<file path="config.mk">
export PLATFORM = sky130hd
export DESIGN_NAME = hac_trigger_control
export DESIGN_NICKNAME = d
export VERILOG_FILES = /design/src/hdl/hac_pkg.sv /design/src/hdl/hac_trigger_control.sv /design/src/hdl/hac_rate_divider.sv
export SDC_FILE = /design/constraint.sdc
export NUM_CORES = 1
export LEC_CHECK = 0
export BUFFER_PORTS_ARGS = -buffer_cell sky130_fd_sc_hd__buf_2
export CAP_MARGIN = 20
export CORE_MARGIN = 2
export CORE_UTILIZATION = 62
export DETAILED_ROUTE_END_ITERATION = 8
export HOLD_SLACK_MARGIN = 0.1
export PLACE_DENSITY = 0.85
export SETUP_SLACK_MARGIN = 0.3
export SYNTH_ARGS = -nofsm -noshare
export SYNTH_HDL_FRONTEND = slang
export SYNTH_HIERARCHICAL = 1
export SYNTH_SLANG_ARGS = --single-unit
</file>
<file path="constraint.sdc">
create_clock -name i_mclk -period 4 [get_ports i_mclk]
set_clock_uncertainty 0.05 [all_clocks]
set_input_delay 1 -clock i_mclk [delete_from_list [all_inputs] [get_ports i_mclk]]
set_output_delay 1 -clock i_mclk [all_outputs]
set_load 0.02 [all_outputs]
</file>
<file path="src/hdl/hac_pkg.sv">
`default_nettype none
package hac_pkg;

  // ****************************************************************
  // Register locations
  // ****************************************************************
  localparam logic [7:0] ADDR_PWR_MGMT5   = 8'h0c;
  localparam logic [7:0] ADDR_TRIG_CTRL   = 8'h90;
  localparam logic [7:0] ADDR_TRIG_CTRL2  = 8'h91;

  // ****************************************************************
  // Field positions
  // ****************************************************************
  localparam int ENABLE_PWR_BIT  = 7;
  localparam int ENABLE_CTRL_BIT = 15;
  localparam int CONT_BIT        = 14;
  localparam int POLL_BIT        = 13;
  localparam int SEL_LSB         = 0;
  localparam int SEL_MSB         = 7;
  localparam int GATE_MODE_LSB   = 12;
  localparam int GATE_MODE_MSB   = 13;
  localparam int RATE_LSB        = 8;
  localparam int RATE_MSB        = 10;

  // ****************************************************************
  // Values after reset
  // ****************************************************************
  localparam logic       ENABLE_RST    = 1'h0;
  localparam logic       CONT_RST      = 1'h0;
  localparam logic       POLL_RST      = 1'h0;
  localparam logic [7:0] SEL_RST       = 8'h00;
  localparam logic [1:0] GATE_MODE_RST = 2'h0;
  localparam logic [2:0] RATE_RST      = 3'h0;

  // ****************************************************************
  // Gate modes and input channel codes
  // ****************************************************************
  localparam logic [1:0] GATE_IGNORE = 2'h0;
  localparam logic [1:0] GATE_BLOCK  = 2'h1;
  localparam logic [1:0] GATE_RSVD   = 2'h2;
  localparam logic [1:0] GATE_START  = 2'h3;

  localparam logic [2:0] CH_ANALOG_INPUT_ONE   = 3'h0;
  localparam logic [2:0] CH_ANALOG_INPUT_TWO   = 3'h1;
  localparam logic [2:0] CH_ANALOG_INPUT_THREE = 3'h2;
  localparam logic [2:0] CH_ANALOG_INPUT_FOUR  = 3'h3;
  localparam logic [2:0] CH_USB_SUPPLY         = 3'h4;
  localparam logic [2:0] CH_SYSTEM_SUPPLY      = 3'h5;
  localparam logic [2:0] CH_BATTERY_INPUT      = 3'h6;
  localparam logic [2:0] CH_TEMPERATURE        = 3'h7;

  // ****************************************************************
  // Timing
  // ****************************************************************
  localparam int CLK_PERIOD_NS = 50;
  localparam int CLK_HZ        = 1000000000 / CLK_PERIOD_NS;
  localparam int MIN_RATE_HZ   = 1;
  localparam int MAX_RATE_HZ   = 256;
  localparam int TICK_CYCLES   = CLK_HZ / MAX_RATE_HZ;
  localparam int SLOW_TICKS    = MAX_RATE_HZ / MIN_RATE_HZ;

  typedef enum logic [2:0]
  {
    ST_IDLE  = 3'b001,
    ST_START = 3'b010,
    ST_WAIT  = 3'b100
  } hac_state_t;

  // Fast ticks per continuous period; code 0 is the odd one out
  function automatic logic [8:0] ticks_for_rate(input logic [2:0] code);
    if (code == 3'h0)
      ticks_for_rate = 9'(SLOW_TICKS);
    else
      ticks_for_rate = 9'h001 << (3'h7 - code);
  endfunction

endpackage
`default_nettype wire

</file>
<file path="src/hdl/hac_trigger_control.sv">
`timescale 1ns/1ps
`default_nettype none
// Function
// - One enable bit aliased at two locations
// - Measure every selected input once per trigger
// - Selects reset to zero; software sets first
// - Select bits map to fixed input channels
// - Bit 14 picks polling or continuous mode
// - One-shot bit starts set, clears when done
// - Continuous mode starts sets periodically
// - Rate field sets period, 1Hz to 256Hz
// - Gate pin may block or start sets
// - Gate mode field decodes ignore, block, start
// - Gate start mode overrides other scheduling
// - Gate polarity taken from GPIO configuration
// - Gate edge starts one set
module hac_trigger_control
#(
  parameter int P_TICK_CYCLES = hac_pkg::TICK_CYCLES
)
(
  // Clock and reset
  input  wire logic        i_mclk,
  input  wire logic        i_reset,
  // Register port
  input  wire logic        i_reg_wr,
  input  wire logic        i_reg_rd,
  input  wire logic [7:0]  i_reg_addr,
  input  wire logic [15:0] i_reg_wdata,
  output var  logic [15:0] o_reg_rdata,
  // Gate input
  input  wire logic        i_gate_pin,
  input  wire logic        i_gpio_polarity_config,
  // Converter
  output var  logic        o_converter_enable,
  output var  logic        o_conv_start,
  output var  logic [2:0]  o_conv_channel,
  input  wire logic        i_conv_done,
  // Status
  output var  logic        o_busy
);

  // ****************************************************************
  // Declarations
  // ****************************************************************
  hac_pkg::hac_state_t state_reg;
  hac_pkg::hac_state_t state_next;

  logic       enable_reg;
  logic       enable_next;
  logic       cont_reg;
  logic       cont_next;
  logic       one_shot_reg;
  logic [7:0] select_reg;
  logic [1:0] gate_mode_reg;
  logic [2:0] rate_reg;
  logic [7:0] pending_reg;
  logic       gate_s1_reg;
  logic       gate_s2_reg;
  logic       gate_s3_reg;

  logic       wr_pwr;
  logic       wr_ctrl;
  logic       wr_ctrl2;
  logic       poll_write_one;
  logic       gate_start_mode;
  logic       gate_asserted;
  logic       gate_edge;
  logic       blocked;
  logic       period_pulse;
  logic       trig;
  logic       set_begin;
  logic       last_done;
  logic       set_done;
  logic [7:0] pending_left;

  function automatic logic [2:0] first_set(input logic [7:0] mask);
    logic [2:0] idx;
    idx = 3'h0;
    for (int i = 7; i >= 0; i--)
      if (mask[i])
        idx = 3'(i);
    first_set = idx;
  endfunction

  // ****************************************************************
  // Register writes
  // ****************************************************************
  assign wr_pwr   = i_reg_wr && (i_reg_addr == hac_pkg::ADDR_PWR_MGMT5);
  assign wr_ctrl  = i_reg_wr && (i_reg_addr == hac_pkg::ADDR_TRIG_CTRL);
  assign wr_ctrl2 = i_reg_wr && (i_reg_addr == hac_pkg::ADDR_TRIG_CTRL2);

  always_comb
  begin
    enable_next = enable_reg;
    if (wr_pwr)
      enable_next = i_reg_wdata[hac_pkg::ENABLE_PWR_BIT];
    else if (wr_ctrl)
      enable_next = i_reg_wdata[hac_pkg::ENABLE_CTRL_BIT];
  end

  assign cont_next = wr_ctrl ? i_reg_wdata[hac_pkg::CONT_BIT] : cont_reg;

  // A one-shot request only sticks where polling is the live source
  assign poll_write_one = wr_ctrl && i_reg_wdata[hac_pkg::POLL_BIT] && enable_next
                          && !cont_next && !gate_start_mode;

  always_ff @(posedge i_mclk)
  begin
    if (i_reset)
    begin
      enable_reg <= hac_pkg::ENABLE_RST;
      cont_reg   <= hac_pkg::CONT_RST;
      select_reg <= hac_pkg::SEL_RST;
    end
    else
    begin
      enable_reg <= enable_next;
      cont_reg   <= cont_next;
      if (wr_ctrl)
        select_reg <= i_reg_wdata[hac_pkg::SEL_MSB:hac_pkg::SEL_LSB];
    end
  end

  always_ff @(posedge i_mclk)
  begin
    if (i_reset)
    begin
      gate_mode_reg <= hac_pkg::GATE_MODE_RST;
      rate_reg      <= hac_pkg::RATE_RST;
    end
    else if (wr_ctrl2)
    begin
      gate_mode_reg <= i_reg_wdata[hac_pkg::GATE_MODE_MSB:hac_pkg::GATE_MODE_LSB];
      rate_reg      <= i_reg_wdata[hac_pkg::RATE_MSB:hac_pkg::RATE_LSB];
    end
  end

  // Set wins over the self-clear so a back-to-back request is kept
  always_ff @(posedge i_mclk)
  begin
    if (i_reset)
      one_shot_reg <= hac_pkg::POLL_RST;
    else if (!enable_next)
      one_shot_reg <= 1'h0;
    else if (poll_write_one)
      one_shot_reg <= 1'h1;
    else if (set_done)
      one_shot_reg <= 1'h0;
  end

  // ****************************************************************
  // Register reads
  // ****************************************************************
  always_ff @(posedge i_mclk)
  begin
    if (i_reset)
      o_reg_rdata <= 16'h0000;
    else if (i_reg_rd)
    begin
      o_reg_rdata <= 16'h0000;
      case (i_reg_addr)
        hac_pkg::ADDR_PWR_MGMT5:
          o_reg_rdata[hac_pkg::ENABLE_PWR_BIT] <= enable_reg;
        hac_pkg::ADDR_TRIG_CTRL:
        begin
          o_reg_rdata[hac_pkg::ENABLE_CTRL_BIT] <= enable_reg;
          o_reg_rdata[hac_pkg::CONT_BIT]        <= cont_reg;
          o_reg_rdata[hac_pkg::POLL_BIT]        <= one_shot_reg;
          o_reg_rdata[hac_pkg::SEL_MSB:hac_pkg::SEL_LSB] <= select_reg;
        end
        hac_pkg::ADDR_TRIG_CTRL2:
        begin
          o_reg_rdata[hac_pkg::GATE_MODE_MSB:hac_pkg::GATE_MODE_LSB] <= gate_mode_reg;
          o_reg_rdata[hac_pkg::RATE_MSB:hac_pkg::RATE_LSB]           <= rate_reg;
        end
        default:
          o_reg_rdata <= 16'h0000;
      endcase
    end
  end

  // ****************************************************************
  // Gate input
  // ****************************************************************
  // Pin is asynchronous; third stage feeds the edge detector only
  always_ff @(posedge i_mclk)
  begin
    if (i_reset)
    begin
      gate_s1_reg <= 1'h0;
      gate_s2_reg <= 1'h0;
      gate_s3_reg <= 1'h0;
    end
    else
    begin
      gate_s1_reg <= i_gate_pin;
      gate_s2_reg <= gate_s1_reg;
      gate_s3_reg <= gate_s2_reg;
    end
  end

  assign gate_asserted   = gate_s2_reg == i_gpio_polarity_config;
  assign gate_edge       = (gate_s2_reg != gate_s3_reg) && gate_asserted;
  assign gate_start_mode = gate_mode_reg == hac_pkg::GATE_START;
  // Reserved gate mode behaves like ignore
  assign blocked         = (gate_mode_reg == hac_pkg::GATE_BLOCK) && gate_asserted;

  // ****************************************************************
  // Trigger selection
  // ****************************************************************
  hac_rate_divider
  #(
    .P_TICK_CYCLES (P_TICK_CYCLES)
  )
  u_rate_divider
  (
    .i_mclk   (i_mclk),
    .i_reset  (i_reset),
    .i_run    (enable_reg && cont_reg && !gate_start_mode),
    .i_rate   (rate_reg),
    .o_period (period_pulse)
  );

  always_comb
  begin
    if (gate_start_mode)
      trig = gate_edge;
    else if (blocked)
      trig = 1'h0;
    else if (cont_reg)
      trig = period_pulse;
    else
      trig = one_shot_reg;
  end

  // Only an idle sequencer listens, so late triggers are dropped
  assign set_begin    = (state_reg == hac_pkg::ST_IDLE) && enable_reg && trig;
  assign pending_left = pending_reg & ~(8'h01 << o_conv_channel);
  assign last_done    = (state_reg == hac_pkg::ST_WAIT) && i_conv_done
                        && (pending_left == 8'h00);
  assign set_done     = last_done || (set_begin && (select_reg == 8'h00));

  // ****************************************************************
  // Measurement sequencer
  // ****************************************************************
  always_comb
  begin
    state_next = state_reg;
    case (state_reg)
      hac_pkg::ST_IDLE:
        if (set_begin && (select_reg != 8'h00))
          state_next = hac_pkg::ST_START;
      hac_pkg::ST_START:
        state_next = hac_pkg::ST_WAIT;
      hac_pkg::ST_WAIT:
        if (i_conv_done)
          state_next = (pending_left == 8'h00) ? hac_pkg::ST_IDLE : hac_pkg::ST_START;
      default:
        state_next = hac_pkg::ST_IDLE;
    endcase
    if (!enable_reg)
      state_next = hac_pkg::ST_IDLE;
  end

  always_ff @(posedge i_mclk)
  begin
    if (i_reset)
    begin
      state_reg <= hac_pkg::ST_IDLE;
      o_busy    <= 1'h0;
    end
    else
    begin
      state_reg <= state_next;
      o_busy    <= state_next != hac_pkg::ST_IDLE;
    end
  end

  // Selects are latched per set so a mid-set write cannot tear it
  always_ff @(posedge i_mclk)
  begin
    if (i_reset || !enable_reg)
      pending_reg <= 8'h00;
    else if (set_begin)
      pending_reg <= select_reg;
    else if ((state_reg == hac_pkg::ST_WAIT) && i_conv_done)
      pending_reg <= pending_left;
  end

  always_ff @(posedge i_mclk)
  begin
    if (i_reset)
    begin
      o_conv_start   <= 1'h0;
      o_conv_channel <= hac_pkg::CH_ANALOG_INPUT_ONE;
    end
    else
    begin
      o_conv_start <= (state_reg == hac_pkg::ST_START) && enable_reg;
      if (state_reg == hac_pkg::ST_START)
        o_conv_channel <= first_set(pending_reg);
    end
  end

  always_ff @(posedge i_mclk)
  begin
    if (i_reset)
      o_converter_enable <= hac_pkg::ENABLE_RST;
    else
      o_converter_enable <= enable_reg;
  end

  // ****************************************************************
  // Checks
  // ****************************************************************
  chk_enable_alias: assert property (
    @(posedge i_mclk) disable iff (i_reset)
    wr_pwr |=> (enable_reg == $past(i_reg_wdata[hac_pkg::ENABLE_PWR_BIT]))
               ##1 (o_converter_enable == $past(enable_reg)))
    else $error("enable alias write not applied");

  chk_select_reset: assert property (
    @(posedge i_mclk) disable iff (i_reset)
    $fell(i_reset) |-> (select_reg == 8'h00) && !o_busy)
    else $error("input selects not clear after reset");

  chk_set_order: assert property (
    @(posedge i_mclk) disable iff (i_reset)
    o_conv_start |-> pending_reg[o_conv_channel]
                     && ((pending_reg & ((8'h01 << o_conv_channel) - 8'h01)) == 8'h00))
    else $error("converted input not lowest pending select");

  chk_channel_map: assert property (
    @(posedge i_mclk) disable iff (i_reset)
    $rose(o_busy) && ($past(select_reg) == 8'h80) |=> o_conv_start
                                                      && o_conv_channel == hac_pkg::CH_TEMPERATURE)
    else $error("temperature select not mapped to channel 7");

  chk_cont_no_poll: assert property (
    @(posedge i_mclk) disable iff (i_reset)
    wr_ctrl && i_reg_wdata[hac_pkg::CONT_BIT] && !one_shot_reg |=> !one_shot_reg)
    else $error("one-shot stored in continuous mode");

  chk_poll_clear: assert property (
    @(posedge i_mclk) disable iff (i_reset)
    set_done && !poll_write_one |=> !one_shot_reg)
    else $error("one-shot bit not cleared after set");

  chk_cont_start: assert property (
    @(posedge i_mclk) disable iff (i_reset)
    period_pulse && cont_reg && !gate_start_mode && !blocked && enable_reg
    && (state_reg == hac_pkg::ST_IDLE) && (select_reg != 8'h00) |=> o_busy)
    else $error("continuous period did not start a set");

  chk_gate_block: assert property (
    @(posedge i_mclk) disable iff (i_reset)
    (gate_mode_reg == hac_pkg::GATE_BLOCK) && gate_asserted |-> !set_begin)
    else $error("set started while gate blocks");

  chk_gate_only: assert property (
    @(posedge i_mclk) disable iff (i_reset)
    gate_start_mode && set_begin |-> gate_edge)
    else $error("set started by non-gate source in gate mode");

  chk_gate_polarity: assert property (
    @(posedge i_mclk) disable iff (i_reset)
    gate_edge |-> (gate_s2_reg == i_gpio_polarity_config)
                  && ($past(gate_s2_reg) != i_gpio_polarity_config))
    else $error("gate edge against configured polarity");

  chk_gate_start: assert property (
    @(posedge i_mclk) disable iff (i_reset)
    gate_start_mode && gate_edge && enable_reg && (state_reg == hac_pkg::ST_IDLE)
    && (select_reg != 8'h00) |=> o_busy ##1 (o_conv_start || !enable_reg))
    else $error("gate edge did not start a set");

  chk_no_start_off: assert property (
    @(posedge i_mclk) disable iff (i_reset)
    !enable_reg && !$past(enable_reg) |-> !o_conv_start && !one_shot_reg)
    else $error("activity while converter disabled");

  chk_busy_hold: assert property (
    @(posedge i_mclk) disable iff (i_reset)
    o_busy && (state_reg != hac_pkg::ST_IDLE) && !i_conv_done && enable_reg
    |=> pending_reg == $past(pending_reg))
    else $error("set reloaded while busy");

endmodule
`default_nettype wire

</file>
<file path="src/hdl/hac_rate_divider.sv">
`timescale 1ns/1ps
`default_nettype none
module hac_rate_divider
#(
  parameter int P_TICK_CYCLES = hac_pkg::TICK_CYCLES
)
(
  // Clock and reset
  input  wire logic       i_mclk,
  input  wire logic       i_reset,
  // Control
  input  wire logic       i_run,
  input  wire logic [2:0] i_rate,
  // Period pulse
  output var  logic       o_period
);

  logic [23:0] tick_cnt_reg;
  logic [8:0]  period_cnt_reg;
  logic [2:0]  rate_seen_reg;
  logic        tick_hit;
  logic        period_hit;
  logic        restart;

  assign tick_hit   = tick_cnt_reg == 24'(P_TICK_CYCLES - 1);
  assign period_hit = tick_hit && (period_cnt_reg == hac_pkg::ticks_for_rate(i_rate) - 9'h001);
  // A rate change restarts the period so the count never overshoots
  assign restart    = !i_run || (rate_seen_reg != i_rate);

  always_ff @(posedge i_mclk)
  begin
    if (i_reset)
      rate_seen_reg <= hac_pkg::RATE_RST;
    else
      rate_seen_reg <= i_rate;
  end

  always_ff @(posedge i_mclk)
  begin
    if (i_reset || restart || tick_hit)
      tick_cnt_reg <= 24'h000000;
    else
      tick_cnt_reg <= tick_cnt_reg + 24'h000001;
  end

  always_ff @(posedge i_mclk)
  begin
    if (i_reset || restart || period_hit)
      period_cnt_reg <= 9'h000;
    else if (tick_hit)
      period_cnt_reg <= period_cnt_reg + 9'h001;
  end

  always_ff @(posedge i_mclk)
  begin
    if (i_reset)
      o_period <= 1'h0;
    else
      o_period <= !restart && period_hit;
  end

  chk_period_spacing: assert property (
    @(posedge i_mclk) disable iff (i_reset)
    o_period |-> $past(period_cnt_reg) == hac_pkg::ticks_for_rate($past(i_rate)) - 9'h001)
    else $error("continuous period does not match rate code");

endmodule
`default_nettype wire

</file>
==> results of run 1 <==
[layer usage]
metal | up-vias | GRT usage
met4 | 0 | 0.1068
li1 | 1751 | -
met2 | 58 | 0.4109
met1 | 1651 | 0.3075
met3 | 15 | 0.04235
met5 | - | 0
[critical path, delay by kind of cell, from the launching register on]
kind / cells / cell delay (ns)
flip-flops: 1 / 0.67
AND/OR/NAND/NOR: 2 / 0.31
adder cells (fa/ha/maj): 1 / 0.36
XOR/XNOR: 1 / 0.31
multiplexers: 1 / 0.22
AO/OA/AOI/OAI: 3 / 0.88
[kinds of logic (layout without fill, tap and decap cells)]
group | after synthesis | count (layout)
and+or+nand+nor | 223 | 223
DFF | 88 | 88
AOI/OAI and AO/OA | 68 | 68
xor gates and xnor gates | 40 | 40
buffers and inverters | 36 | 81
muxes | 22 | 22
adders and majority gates | 4 | 4
other | 1 | 1
[power by group through the flow]
stage / registers (W) / logic (W) / clock network [W]
floorplan: 0.000898 / 0.0000173 / 0
global placement: 0.000898 / 0.0000358 / 0
detailed placement: 0.000898 / 0.0000363 / 0
CTS: 0.000877 / 0.0000365 / 0.000659
global route: 0.000878 / 0.0000400 / 0.000693
finish: 0.000877 / 0.0000369 / 0.000651
[through the flow]
step / utilization / setup slack (ns) / power (W) / hold slack [ns] / instances
detailed placement: 0.6912 / 0.8367 / 0.0009345 / 0.3731 / 588
floorplan: - / 0.9881 / 0.0009152 / 0.3638 / 482
global route: 0.7249 / 0.6688 / 0.001611 / 0.4225 / 604
global placement: 0.6912 / 0.8999 / 0.0009340 / 0.3794 / 588
finish: 0.7249 / 1.057 / 0.001565 / 0.3944 / 604
CTS: 0.7237 / 1.063 / 0.001573 / 0.3928 / 603
[cell type report]
cell class / instances / area [um^2]
clock inverters: 6 / 85.08
flip-flops and latches: 88 / 1762
repair buffers: 53 / 272.8
multi-input cells: 358 / 2267
clock buffers: 9 / 123.9
inverters: 13 / 48.80
fillers: 499 / 1767
well taps: 77 / 96.34
[cells in the final DEF (no fill, tap or decap), types with 8 or more instances in the layout]
master    count
clkbuf_8      9
dfxtp_1      88
mux2i_1      21
a21oi_1      30
nor2b_1      21
and3_1        9
xnor2_1      14
inv_1        13
o21ai_0       8
buf_2        50
nor2_1       83
nand2_1      25
nand4_1       9
nand2b_1     13
nand3_1      16
xor2_1       26
[final timing paths]
kind	to	start
hold reg to reg	gate_s2_reg$_SDFF_PP0_	gate_s1_reg$_SDFF_PP0_
setup / recovery	u_rate_divider/period_cnt_reg[0]$_SDFFE_PP0P_	rate_reg[2]$_SDFFE_PP0P_
hold / removal	gate_s2_reg$_SDFF_PP0_	gate_s1_reg$_SDFF_PP0_
setup reg to reg	u_rate_divider/period_cnt_reg[0]$_SDFFE_PP0P_	rate_reg[2]$_SDFFE_PP0P_
==> metrics.yaml, run 1 <==
outcome: "completed"
crit_type: "reg2reg"
synthArstFlopShare: 0
post-synth-top-area-cell: "dfxtp_1"
synth_ff_type: "dfxtp_1"
root_buffer: "clkbuf_8"
postCtsSetupRepairBufs: 0
core_um2: 6422
synth-edff-count: 0
final_hold_viol_count: 0
clkSinkCount: 88
place.gp.congestion: 0.8712
tightest_slew_ns: 0.9744
post-route-period-util: 0.7358
critPathLaunchType: "flop"
io_buffers: 50
holdPathStages: 1
p_clk_frac: 0.416
antenna_found_initial: 0
largest_reg_flops: 24
cts_resized: 0
fmax_mhz: 339.8
final_area_um2: 4656
wl_met1_um: 3866
fin_nets: 558
tns_ns: 0
clk_pin_slew_ns: 0.09
p_sw_w: 0.0003264
dr.max_layer_used: "met4"
maxCapViolations: 0
internal-power_w: 0.001239
p_per_area_nw_per_um2: 336.1
dieWidth_um: 86.09
synth_cell_types: 60
grt_max_degree: 41
critPathCaptureType: "flop"
antennaDiodeCount: 0
rrSetupSlack_ns: 1.06
muxShareOfSynthArea: 0.05301
syn_avg_cell_area_um2: 8.668
ir_drop_uv: 229.2
ios: 53
cts_max_path_buffers: 2
place_area_um2: 4439
cp_max_fo: 18
pwr-share-comb: 0.024
hold_class: "reg2reg"
numCtsBuffers: 9
syn_nets: 517
postRouteAntennaNets: 0
drt_first_pass_iters: 4
ys_warn_count: 6
floorplan.die_area_um2: 7411
slowest_stage: "dfxtp_1"
grt_pass1_wl_um: 14520
synth_top_cells_by_count: "88 x dfxtp_1, 83 x nor2_1, 30 x a21oi_1, 26 x xor2_1, 25 x nand2_1"
p_sw_frac: 0.2086
ys_ff_latch: 88
worstSkewPairLatency_ns: 0.36
dr_wl_met2_um: 4436
synth_top_area_share: 0.4217
synth_top_family_by_area: "simple AND/OR/NAND/NOR gates"
yosys.area_share.simple: 0.2839
wl_met3_um: 233
slowest_delay_ns: 0.67
dr_total_vias: 3475
die_y_um: 86.09
dpl.hpwl_um: 6173
routed_wl_um: 8711
syn_area_um2: 4178
setup_violations: 0
synth-xor-area-share: 0.08386
timing.slew.headroom: 0.3487
ctsHoldBuffers: 0
cts_max_level: 3
yosysSeqAreaShare: 0.4217
grt_pass1_vias: 3207
slew_viol_final: 0
drtIter0Drc: 147
drt-vias-per-instance: 5.753
drc: 0
crit_arrival_ns: 3.12
reg2reg_depth: 8
rows: 29
crit_chain: "nand3_1 > ha_1 > xnor2_1 > mux2i_1 > a21oi_1 > o22a_1 > o41ai_4 > nor2_1"
wl_per_cell_um: 14.42
rsz0062_at_grt: "no"
grt_overflow: 0
period_minus_slack_ns: 2.943
synth-compound-area-share: 0.1090
crit_required_ns: 4.17
seqPwrFrac: 0.561
cts_tree: "done"
leakagePower_nw: 1.821
drive_above_1_share: 0.1537
start_util: 0.6505
yosysMostFrequentCell: "dfxtp_1"
syn_to_final_growth_pct: 11.44
syn_inst: 482
synth_fa_ha_area_frac: 0.01198
synth.area.top_cells: "dfxtp_1 42%, nor2_1 7.5%, xor2_1 5.5%"
grt_usage: 0.2444
(Power assumes the default switching activity.)
==> run 2: changes to the inputs <==
- CORE_UTILIZATION: 62 -> 52
- PLACE_DENSITY: 0.85 -> 0.76
- clock period: 4 -> 2.6 ns (I/O delays scaled with it)
==> metrics.yaml, run 2 (synthesized netlist as in run 1, its figures left out) <==
p_per_area_nw_per_um2: 487.3
routed_wl_um: 8951
cts_max_path_buffers: 2
largest_reg_flops: 24
dr_total_vias: 3534
clk_pin_slew_ns: 0.09
outcome: "completed"
tightest_slew_ns: 0.5635
crit_type: "reg2reg"
slowest_delay_ns: 0.44
final_common_cell: "dfxtp_1"
cts_max_level: 3
hold_class: "reg2reg"
fin_cells: 643
grt_max_degree: 35
numCtsBuffers: 9
cts_tree: "done"
final_hold_viol_count: 0
crit_required_ns: 2.81
drc: 0
drt-vias-per-instance: 5.496
dpl.cell_count: 627
core_um2: 7767
rsz0062_at_grt: "yes"
maxCapViolations: 0
ios: 53
dieWidth_um: 93.64
antenna_found_initial: 0
slew_viol_final: 0
syn_to_final_growth_pct: 15.42
grt_usage: 0.2120
ctsHoldBuffers: 0
critPathCaptureType: "flop"
dpl.hpwl_um: 6447
setup_violations: 0
grt_overflow: 0
mostFrequentLayoutCells: "85 x dfxtp_1, 83 x nor2_1, 50 x buf_2"
drive_above_1_share: 0.1885
io_buffers: 50
ir_drop_uv: 299.5
critPathLaunchType: "flop"
drtIter0Drc: 134
fmax_mhz: 441.2
worstSkewPairLatency_ns: 0.36
place.gp.congestion: 0.9122
crit_arrival_ns: 2.47
timing.hold.ws_ns: 0.3964
period_minus_slack_ns: 2.266
grt_pass1_wl_um: 14810
n_fill_cell: 687
die_y_um: 93.64
start_util: 0.5379
clkSinkCount: 88
postRouteAntennaNets: 0
drt_first_pass_iters: 4
timing.slew.headroom: 0.6215
fin_nets: 571
wl_per_cell_um: 13.92
leakagePower_nw: 1.899
crit_chain: "buf_4 > or3_1 > o311a_1 > or4_4 > o41ai_4 > buf_6 > nor2_1"
root_buffer: "clkbuf_8"
post-route-period-util: 0.8717
rows: 32
floorplan.die_area_um2: 8768
grt_pass1_vias: 3314
antennaDiodeCount: 0
cp_max_fo: 14
slowest_stage: "or4_4"
==> run 2: changes by cell type in the layout (fill, tap and decap cells not counted), sizes merged <==
cell	before	now
buf	53	66
inv	13	15
bufinv	2	1
clkinv	2	3
clkinvlp	2	1
==> run 2: critical path: cells and delay by family, from the launching register on <==
family,cells,cell delay [ns]
flops,1,0.34
buf+inv,2,0.36
simple gates,3,0.87
compound gates,2,0.55
==> run 2: area by class of cell <==
type,count,area (um^2),share of cell area
repair buffers,66,374.1,0.07758
clock buffers,9,123.9,0.02569
flip-flops and latches,88,1768,0.3666
well taps,102,127.6,0.02647
inverters,13,48.80,0.01012
clock inverters,7,70.07,0.01453
multi-input cells,358,2310,0.4790
==> run 2: per-stage QoR <==
step / utilization / instance area, um^2 / setup WS [ns] / power, W / setup TNS (ns)
2_1_floorplan: - / 4232 / -0.06193 / 0.001408 / -0.06193
3_3_place_gp: 0.5909 / 4589 / 0.05458 / 0.001441 / 0
3_5_place_dp: 0.5909 / 4589 / -0.007085 / 0.001443 / -0.007085
4_1_cts: 0.6161 / 4786 / 0.3104 / 0.002374 / 0
5_1_grt: 0.6208 / 4822 / 0.2351 / 0.002436 / 0
6_report: 0.6208 / 4822 / 0.3337 / 0.002350 / 0
==> run 2: what timing repair did <==
action                                  in CTS  in global routing
endpoints found under the setup margin       9                  9
gates resized for setup                      1                  5
setup buffers                                0                  0
==> run 2: power breakdown <==
group | total (W) | switching (W) | internal (W)
Sequential | 0.00135 | 0.00000140 | 0.00135
Combinational | 0.0000608 | 0.0000334 | 0.0000274
Clock | 0.000940 | 0.000495 | 0.000445
==> run 2: final timing paths <==
kind / startpoint / to / slack (ns) / depth (start not counted)
max: rate_reg[1]$_SDFFE_PP0P_ / u_rate_divider/period_cnt_reg[0]$_SDFFE_PP0P_ / 0.33 / 7
min: gate_s1_reg$_SDFF_PP0_ / gate_s2_reg$_SDFF_PP0_ / 0.40 / 1
max reg2reg: rate_reg[1]$_SDFFE_PP0P_ / u_rate_divider/period_cnt_reg[0]$_SDFFE_PP0P_ / 0.33 / 7
min reg2reg: gate_s1_reg$_SDFF_PP0_ / gate_s2_reg$_SDFF_PP0_ / 0.40 / 1
==> run 2: layer usage <==
layer | share of wire | vias to the layer above | track usage
li1 | - | 1778 | -
met1 | 0.45 | 1678 | 0.2670
met2 | 0.49 | 60 | 0.3495
met3 | 0.032 | 18 | 0.04271
met4 | 0.023 | 0 | 0.09783
met5 | 0 | - | 0
